--- src/hw/sdio_irq_pkg.sv ---
// Shared constants and types for the card interrupt and read-pause service block
package sdio_irq_pkg;
    // ==========================================================
    // Register map (byte addresses)
    localparam logic [7:0] ADDR_CTRL   = 8'h00;
    localparam logic [7:0] ADDR_BLKCNT = 8'h04;
    localparam logic [7:0] ADDR_STATUS = 8'h08;
    localparam logic [7:0] ADDR_EVT    = 8'h0c;
    localparam logic [7:0] ADDR_MASK   = 8'h10;
    localparam logic [7:0] ADDR_CMD    = 8'h14;
    // ==========================================================
    // Field positions
    localparam int CTRL_START = 0;
    localparam int CTRL_WIDE  = 1;
    localparam int CTRL_PAUSE = 2;
    localparam int STAT_BUSY  = 0;
    localparam int STAT_PAUSE = 1;
    localparam int STAT_LOW   = 2;
    localparam int STAT_IRQP  = 3;
    localparam int STAT_BYTE  = 16;
    localparam int EVT_LEVEL  = 0;
    localparam int EVT_CARD   = 1;
    localparam int EVT_BLOCK  = 2;
    localparam int EVT_DONE   = 3;
    localparam int EVT_REJECT = 4;
    localparam int EVT_W      = 5;
    // ==========================================================
    // Counts and reset values
    localparam logic [9:0]  BLOCK_BYTES      = 10'h200 - 10'h001;
    localparam logic [2:0]  BYTE_EDGES_1BIT  = 3'h7;
    localparam logic [2:0]  BYTE_EDGES_4BIT  = 3'h1;
    localparam logic [1:0]  IRQ_PERIOD_EDGES = 2'h1;
    localparam logic [15:0] BLKCNT_RESET     = 16'h0000;
    localparam logic [EVT_W-1:0] MASK_RESET  = 5'h00;
    // ==========================================================
    // Types
    typedef enum logic [1:0] {X_IDLE, X_DATA, X_IRQP} xfer_t;
    typedef struct packed {
        logic        cyc;
        logic        stb;
        logic        we;
        logic [7:0]  adr;
        logic [3:0]  sel;
        logic [31:0] dat;
    } wbReq_t;
    typedef struct packed {
        logic        ack;
        logic [31:0] dat;
    } wbRsp_t;
    typedef struct packed {
        logic busClk;
        logic irqDataLine;
    } cardIn_t;
    typedef struct packed {
        logic        busClkEn;
        logic [3:0]  laneEn;
        logic        cmdStart;
        logic [31:0] cmdArg;
    } cardOut_t;
endpackage

--- src/hw/sdio_irq_read_pause_ctrl.sv ---
// Card interrupt detection and read-pause control with a Wishbone register port
// Functional notes
// - One-bit mode: interrupt line carries no data
// - One-bit mode: interrupt follows line low level
// - Four-bit mode: sample line only in period
// - Interrupt period only between 512-byte blocks
// - Pause freezes counters, bus clock keeps running
// - Commands accepted and issued during pause
// - Leaving pause resumes from frozen values
//
// The address map and the Wishbone register port are this design's own decisions.
`timescale 1ns/100ps
module sdio_irq_read_pause_ctrl (
    input  wire logic                 clk,
    input  wire logic                 nrst,
    input  wire sdio_irq_pkg::wbReq_t wbReq,
    output      sdio_irq_pkg::wbRsp_t wbRsp,
    input  wire sdio_irq_pkg::cardIn_t  cardIn,
    output      sdio_irq_pkg::cardOut_t cardOut,
    output      logic                 irq
);
    import sdio_irq_pkg::*;

    typedef struct packed {
        logic             clk1;
        logic             clk2;
        logic             clkPrev;
        logic             irq1;
        logic             irq2;
        logic             wide;
        logic             pause;
        xfer_t            xfer;
        logic [2:0]       edgeCnt;
        logic [9:0]       byteCnt;
        logic [1:0]       periodCnt;
        logic [15:0]      blkCnt;
        logic [EVT_W-1:0] evt;
        logic [EVT_W-1:0] mask;
        logic             ack;
        logic [31:0]      rdat;
        logic             cmdStart;
        logic [31:0]      cmdArg;
    } state_t;

    state_t q;
    state_t d;
    logic   busEdge;
    logic   pauseOn;
    logic   irqLow;
    logic   busReq;
    logic   wrReq;

    // ==========================================================
    // Derived conditions
    assign busEdge = q.clk2 & ~q.clkPrev;
    assign irqLow  = ~q.irq2;
    assign pauseOn = q.pause & (q.xfer != X_IDLE);
    assign busReq  = wbReq.cyc & wbReq.stb & ~q.ack;
    assign wrReq   = busReq & wbReq.we;

    // ==========================================================
    // Next state
    always_comb begin
        logic [EVT_W-1:0] setEv;
        logic [EVT_W-1:0] clrEv;
        logic [2:0]       perByte;
        setEv   = '0;
        clrEv   = '0;
        perByte = q.wide ? BYTE_EDGES_4BIT : BYTE_EDGES_1BIT;
        d          = q;
        d.clk1     = cardIn.busClk;
        d.clk2     = q.clk1;
        d.clkPrev  = q.clk2;
        d.irq1     = cardIn.irqDataLine;
        d.irq2     = q.irq1;
        d.ack      = busReq;
        d.cmdStart = 1'b0;

        // Transfer progress, held while paused
        case (q.xfer)
            X_IDLE: begin
            end
            X_DATA: begin
                if (busEdge && !pauseOn) begin
                    if (q.edgeCnt == perByte) begin
                        d.edgeCnt = '0;
                        if (q.byteCnt == BLOCK_BYTES) begin
                            d.byteCnt        = '0;
                            d.blkCnt         = q.blkCnt - 16'h0001;
                            setEv[EVT_BLOCK] = 1'b1;
                            if (q.blkCnt == 16'h0001) begin
                                d.xfer          = X_IDLE;
                                setEv[EVT_DONE] = 1'b1;
                            end else if (q.wide) begin
                                d.xfer      = X_IRQP;
                                d.periodCnt = '0;
                            end
                        end else begin
                            d.byteCnt = q.byteCnt + 10'h001;
                        end
                    end else begin
                        d.edgeCnt = q.edgeCnt + 3'h1;
                    end
                end
            end
            X_IRQP: begin
                if (busEdge && !pauseOn) begin
                    if (irqLow) begin
                        setEv[EVT_CARD] = 1'b1;
                    end
                    if (q.periodCnt == IRQ_PERIOD_EDGES) begin
                        d.xfer = X_DATA;
                    end else begin
                        d.periodCnt = q.periodCnt + 2'h1;
                    end
                end
            end
            default: begin
                d.xfer = X_IDLE;
            end
        endcase

        // Register writes
        if (wrReq) begin
            case (wbReq.adr)
                ADDR_CTRL: begin
                    if (wbReq.sel[0]) begin
                        d.pause = wbReq.dat[CTRL_PAUSE];
                        if (q.xfer == X_IDLE) begin
                            d.wide = wbReq.dat[CTRL_WIDE];
                            if (wbReq.dat[CTRL_START] && q.blkCnt != 16'h0000) begin
                                d.xfer    = X_DATA;
                                d.edgeCnt = '0;
                                d.byteCnt = '0;
                            end
                        end
                    end
                end
                ADDR_BLKCNT: begin
                    if (q.xfer == X_IDLE) begin
                        if (wbReq.sel[0]) d.blkCnt[7:0] = wbReq.dat[7:0];
                        if (wbReq.sel[1]) d.blkCnt[15:8] = wbReq.dat[15:8];
                    end
                end
                ADDR_EVT: begin
                    if (wbReq.sel[0]) clrEv = wbReq.dat[EVT_W-1:0];
                end
                ADDR_MASK: begin
                    if (wbReq.sel[0]) d.mask = wbReq.dat[EVT_W-1:0];
                end
                ADDR_CMD: begin
                    if (q.xfer != X_IDLE && !pauseOn) begin
                        setEv[EVT_REJECT] = 1'b1;
                    end else begin
                        d.cmdStart = 1'b1;
                        if (wbReq.sel[0]) d.cmdArg[7:0] = wbReq.dat[7:0];
                        if (wbReq.sel[1]) d.cmdArg[15:8] = wbReq.dat[15:8];
                        if (wbReq.sel[2]) d.cmdArg[23:16] = wbReq.dat[23:16];
                        if (wbReq.sel[3]) d.cmdArg[31:24] = wbReq.dat[31:24];
                    end
                end
                default: begin
                end
            endcase
        end

        // Sticky events, set wins over clear; level bit follows the line in one-bit mode only
        d.evt = (q.evt & ~clrEv) | setEv;
        d.evt[EVT_LEVEL] = ~q.wide & irqLow;

        // Register reads
        d.rdat = '0;
        if (busReq && !wbReq.we) begin
            case (wbReq.adr)
                ADDR_CTRL: begin
                    d.rdat[CTRL_WIDE]  = q.wide;
                    d.rdat[CTRL_PAUSE] = q.pause;
                end
                ADDR_BLKCNT: d.rdat[15:0] = q.blkCnt;
                ADDR_STATUS: begin
                    d.rdat[STAT_BUSY]  = q.xfer != X_IDLE;
                    d.rdat[STAT_PAUSE] = pauseOn;
                    d.rdat[STAT_LOW]   = irqLow;
                    d.rdat[STAT_IRQP]  = q.xfer == X_IRQP;
                    d.rdat[STAT_BYTE +: 10] = q.byteCnt;
                end
                ADDR_EVT:  d.rdat[EVT_W-1:0] = q.evt;
                ADDR_MASK: d.rdat[EVT_W-1:0] = q.mask;
                ADDR_CMD:  d.rdat = q.cmdArg;
                default:   d.rdat = '0;
            endcase
        end
    end

    // ==========================================================
    // State register
    always_ff @(posedge clk or negedge nrst) begin
        if (!nrst) begin
            q           <= '0;
            q.clk1      <= 1'b0;
            q.irq1      <= 1'b1;
            q.irq2      <= 1'b1;
            q.xfer      <= X_IDLE;
            q.blkCnt    <= BLKCNT_RESET;
            q.mask      <= MASK_RESET;
        end else begin
            q <= d;
        end
    end

    // ==========================================================
    // Outputs
    assign wbRsp.ack        = q.ack;
    assign wbRsp.dat        = q.rdat;
    assign cardOut.busClkEn = 1'b1;
    assign cardOut.laneEn   = q.wide ? 4'hf : 4'h1;
    assign cardOut.cmdStart = q.cmdStart;
    assign cardOut.cmdArg   = q.cmdArg;
    assign irq              = |(q.evt & q.mask);
endmodule

--- config.mk ---
export PLATFORM = sky130hd
export DESIGN_NAME = sdio_irq_read_pause_ctrl
export DESIGN_NICKNAME = d
export VERILOG_FILES = /design/src/hw/sdio_irq_pkg.sv /design/src/hw/sdio_irq_read_pause_ctrl.sv
export SDC_FILE = /design/constraint.sdc
export NUM_CORES = 1
export LEC_CHECK = 0
export BUFFER_PORTS_ARGS = -buffer_cell sky130_fd_sc_hd__buf_2
export CAP_MARGIN = 10
export CORE_MARGIN = 5
export CORE_UTILIZATION = 26
export CTS_BUF_LIST = sky130_fd_sc_hd__clkbuf_8
export DETAILED_ROUTE_END_ITERATION = 8
export PLACE_DENSITY = 0.4
export SLEW_MARGIN = 20
export SYNTH_ARGS = -nofsm -noshare
export SYNTH_HDL_FRONTEND = slang
export SYNTH_SLANG_ARGS = --single-unit
export TNS_END_PERCENT = 10
--- constraint.sdc ---
create_clock -name clk -period 4.4 [get_ports clk]
set_clock_uncertainty 0.1 [all_clocks]
set_input_delay 0.66 -clock clk [delete_from_list [all_inputs] [get_ports clk]]
set_output_delay 0.66 -clock clk [all_outputs]
set_load 0.02 [all_outputs]
### Word level (Yosys, flattened, before mapping)

Index checks and enable logic that the tools add are counted.

* bits in registers: 116
* output and inout bits: 72
* logic and storage cells: 138

* add/subtract/negate cells: 4
* equal/unequal tests: 18
* multiplexer cells: 60
* bitwise gates (word level): 15
* reduce and logical (&&, ||, !) cells: 20

Operator list (count)
* two-way mux 33 bit: 4
* two-way mux 15 bit: 5
* two-way mux 16 bit: 4
* two-way mux 8 bit: 6
* two-way mux 32 bit: 1
* two-way mux 2 bit: 14
* two-way mux 28 bit: 1
* case mux 11 bit (2 select lines): 1
* case mux 10 bit (2 select lines): 1
* AND reduction 4 bit: 5
* two-way mux 18 bit: 1
* equality test 16 x 1 -> 1 bit (second input constant): 1
* equality test 8 x 4 -> 1 bit (second input constant): 2
* equality test 8 x 5 -> 1 bit (second input constant): 2
* nonzero test 16 bit: 1
* subtractor 16 x 1 -> 16 bit (second input constant): 1
* two-way mux 5 bit: 3
* != test 2 bit (second input constant): 7
* two-way mux 13 bit: 1
* case mux 2 bit (6 select lines): 1
* adder 10 x 1 -> 10 bit (second input constant): 1
* AND 5 bit: 2
* equality test 10 x 9 -> 1 bit (second input constant): 1
* two-way mux 10 bit: 1
* other kinds (26): 50

### Depth between registers and ports, before layout

* depth in word-level cells: 11
* depth in mapped cells: 8
* mapped depth without buffers: 7

### Worst setup path before layout

Ideal clock, no wire load.

* path type: input-to-reg
* start: in wbReq[43] (netlist bit)
* end: reg q, in the netlist cardOut[10]
* data arrival time: 2.196 ns
* required time: 4.175 ns
* slack: 1.979 ns
* stages on the path: 5
* path buffers: 1
* path through: nor2_2 or4b_1 buf_2 nor4_4 mux2_2

* longest elaborated chain between the ends: 2

Ends and longest elaborated chain
* start: declaration: RTL line sdio_irq_read_pause_ctrl.sv:16 `input wire sdio_irq_pkg::wbReq_t wbReq,`
* equality test 8 x 5 -> 1 bit: RTL line sdio_irq_read_pause_ctrl.sv:125 `case (wbReq.adr)`
* AND reduction 4 bit (no source line)
* end: declaration: RTL line sdio_irq_read_pause_ctrl.sv:45 `state_t q;`

No other way between the ends.
A chain may end at the register's enable or synchronous reset.

### Worst setup path after layout

* start: in wbReq[39] (netlist bit)
* end: reg q, in the netlist cardOut[16]

The elaborated chain is that of the path after synthesis.

==> results.yml <==
power_and_ir_drop:
  cellPowerDensity_nw_per_um2: 357
  ir_worst_vdd_mv: 0.123
  power_frac_clock_pct: 45.4
  pwr-share-seq_pct: 47.5
  power.internal_mw: 1.82
  pwr-share-comb_pct: 7.0
  p_switching_mw: 0.602
  finalPower_mw: 2.42
  leakage_nw: 3.14
  sw_frac_of_total_pct: 24.9
critical_path:
  startpoint_type: "input pin"
  cp_num_buf_inv: 2
  crit_chain: "buf_2 -> nor4_2 -> nand4_1 -> buf_4 -> nor3_1 -> nand2_1 -> mux2_2"
  critical_path.startpoint: "wbReq[39]"
  r2r_start: "q[110]"
  path_max_fanout: 17
  crit_family: "simple AND/OR/NAND/NOR gates"
  critical_path_class: "in2reg"
  cp_data_arrival_time_ns: 2.99
  end_kind: "register"
  slowest_stage: "nor3_1"
  critical-path-max-stage-delay_ns: 0.55
  required_ns: 4.63
cells_and_area:
  finalNetCount: 670
  fin_cells: 911
  fillers: 2302
  post-route-util_pct: 30.1
  antennaDiodeCount: 0
  drive_above_1_share_pct: 33.4
  finalInstanceArea_um2: 6780
  syn2layout_area_growth_pct: 14.5
sta:
  maxSlewHeadroom_pct: 38.8
  min_period_ns: 2.77
  hold_violations: 0
  setup_viol: 0
  worst_pin_slew_ns: 0.914
  max_freq_ghz: 0.362
  period_share_pct: 62.9
  setup_tns_ns: 0
  grt_setup_unrepaired: "false"
  drv_slew: 0
route:
  vias: 4190
  detail-route-antenna-nets: 0
  avgRoutedWirePerCell_um: 17.5
  vias_per_cell: 4.60
  drc: 0
  drtPass1Iterations: 4
  wl_mm: 15.9
  drtIter0Drc: 238
floorplan:
  io_pins: 123
  die-area_um2: 25900
  die_x_um: 161
  fp.dieH_um: 161
  start_util_pct: 26.3
  core_um2: 22500
  core.rowCount: 55
yosys:
  synth_adder_area_share_pct: 1.27
  synthMuxAreaShare_pct: 9.30
  netlist_instances: 560
  yosysWarnings: 0
  synth_top_area_share_pct: 48.2
  synth_flop_cell: "dfrtp_1"
  async_flop_share_pct: 100
  ys_types: 61
  synth_top_family_by_area: "simple AND/OR/NAND/NOR gates"
  synth.most_common_cell: "dfrtp_1"
  synth_top_cell_by_area: "dfrtp_1"
  yosys-top-cells-count: "114 x dfrtp_1, 71 x buf_4, 69 x nor2_1"
  synth_seq_cells: 116
  synth-xor-area-share_pct: 3.25
  yosysSeqAreaShare_pct: 49.1
  yosys.area_share.simple_pct: 17.5
  synth_area_leaders: "dfrtp_1 48%, buf_4 9.0%, mux2_2 7.6%"
  synth.cell_area_um2: 5920
  synth_edf_count: 0
  avgSynthCellArea_um2: 10.6
  synth_compound_area_share_pct: 8.64
global_route:
  grt_usage_pct: 12.5
  gr-total-overflow: 0
  grt_pass1_vias: 4412
  antenna_found_initial: 0
  grt_pass1_wl_mm: 25.3
  grt_max_degree: 73
place:
  placed_area_um2: 6300
  portBuffers: 120
  dp_hpwl_mm: 11.8
  place_inst: 877
  gp_congestion: 0.764
job:
  maxCapViolCount: 0
clock_tree:
  htree_levels: 4
  root_buffer: "clkbuf_8"
  cts_resized: 0
  clk_pin_slew_worst_paths_ns: 0.07
  cts.sink_count: 116
  clock_latency_ns: 0.44
  cts_made_buffers: 17
  cts_tree: "built"
  clockBufferDepth: 2
run_status:
  status: "finished clean"
min_path:
  hold_path_class: "in2reg"
  min_from: "cardIn[0]"
==> area by class of cell <==
| cell class | instances | area [µm²] | share of cell area (%) |
|---|---|---|---|
| Clock inverter | 13 | 184 | 2.71 |
| Clock buffer | 19 | 262 | 3.86 |
| Inverter | 4 | 15.0 | 0.221 |
| Multi-Input combinational cell | 346 | 2370 | 35.0 |
| Tap cell | 285 | 357 | 5.26 |
| Sequential cell | 116 | 2910 | 42.8 |
| Timing Repair Buffer | 128 | 686 | 10.1 |
==> kinds of logic (layout without fill, tap and decap cells) <==
kind of cell | count (synthesis) | count (layout)
adder cells (fa/ha/maj) | 6 | 6
flip-flops | 116 | 116
AO/OA/AOI/OAI | 74 | 74
XOR/XNOR | 22 | 22
multiplexers | 50 | 50
buffers and inverters | 99 | 164
other | 1 | 2
AND/OR/NAND/NOR | 192 | 192
==> state kept, by name, indices dropped and copies added, names as in the netlist <==
name	flops
d	3
cardOut	33
q	47
wbRsp	33
==> power groups by stage <==
stage / Combinational (mW) / Clock [mW] / Sequential, mW
4_1_cts: 0.169 / 1.14 / 1.15
2_1_floorplan: 0.0974 / 0 / 1.16
3_3_place_gp: 0.165 / 0 / 1.17
3_5_place_dp: 0.169 / 0 / 1.17
5_1_grt: 0.194 / 1.19 / 1.16
6_report: 0.170 / 1.10 / 1.15
==> routing by layer <==
metal | global-route usage [%] | routed length (µm) | vias to the layer above
met4 | 3.96 | 200 | 0
met1 | 17.3 | 7990 | 2055
li1 | - | - | 2018
met5 | 0 | 0 | -
met3 | 3.80 | 780 | 16
met2 | 18.7 | 6970 | 101
==> timing repair <==
action,in CTS,in global routing
hold endpoints to repair,0,16
buffers inserted,0,0
hold buffers,0,1
==> placed cells by master, fill, tap and decap left out, types with 3 or more instances in the layout <==
cell / synthesis / final
a22oi_1: 23 / 23
or4_1: 5 / 5
clkinvlp_4: 0 / 4
a31oi_1: 6 / 6
mux2_2: 40 / 40
nand2_1: 29 / 29
nor2_1: 69 / 69
nor4_1: 3 / 3
nor3_1: 11 / 11
inv_1: 4 / 6
ha_1: 6 / 6
nor2b_1: 5 / 5
dfrtp_1: 114 / 114
nand2b_1: 5 / 5
clkbuf_8: 0 / 19
clkinv_4: 0 / 3
and3_1: 10 / 10
and2_1: 3 / 3
nand3b_1: 3 / 3
buf_2: 6 / 119
xor2_1: 20 / 20
bufinv_16: 0 / 4
nand4_1: 17 / 17
nand3_1: 5 / 5
buf_4: 71 / 7
or3_1: 5 / 5
o22ai_1: 4 / 4
mux2i_1: 10 / 10
o21ai_0: 6 / 6
a21oi_1: 20 / 20
==> path summary, 6_finish.rpt <==
check,endpoint,slack (ns),depth (start not counted)
worst min-delay path,d[111],0.22,1
worst max register to register,q[93],1.67,5
worst max-delay path,cardOut[16],1.63,7
max in group asynchronous,d[111],2.72,4
min in group asynchronous,wbRsp[4],0.53,2
worst min register to register,d[113],0.25,0
==> stage by stage <==
step | hold slack [ns] | setup WS [ns]
5_1_grt | 0.171 | 1.51
2_1_floorplan | 0.231 | 1.98
3_5_place_dp | 0.235 | 1.23
3_3_place_gp | 0.234 | 1.24
4_1_cts | 0.177 | 1.62
6_report | 0.216 | 1.63
Power figures use the tool's default switching activity.
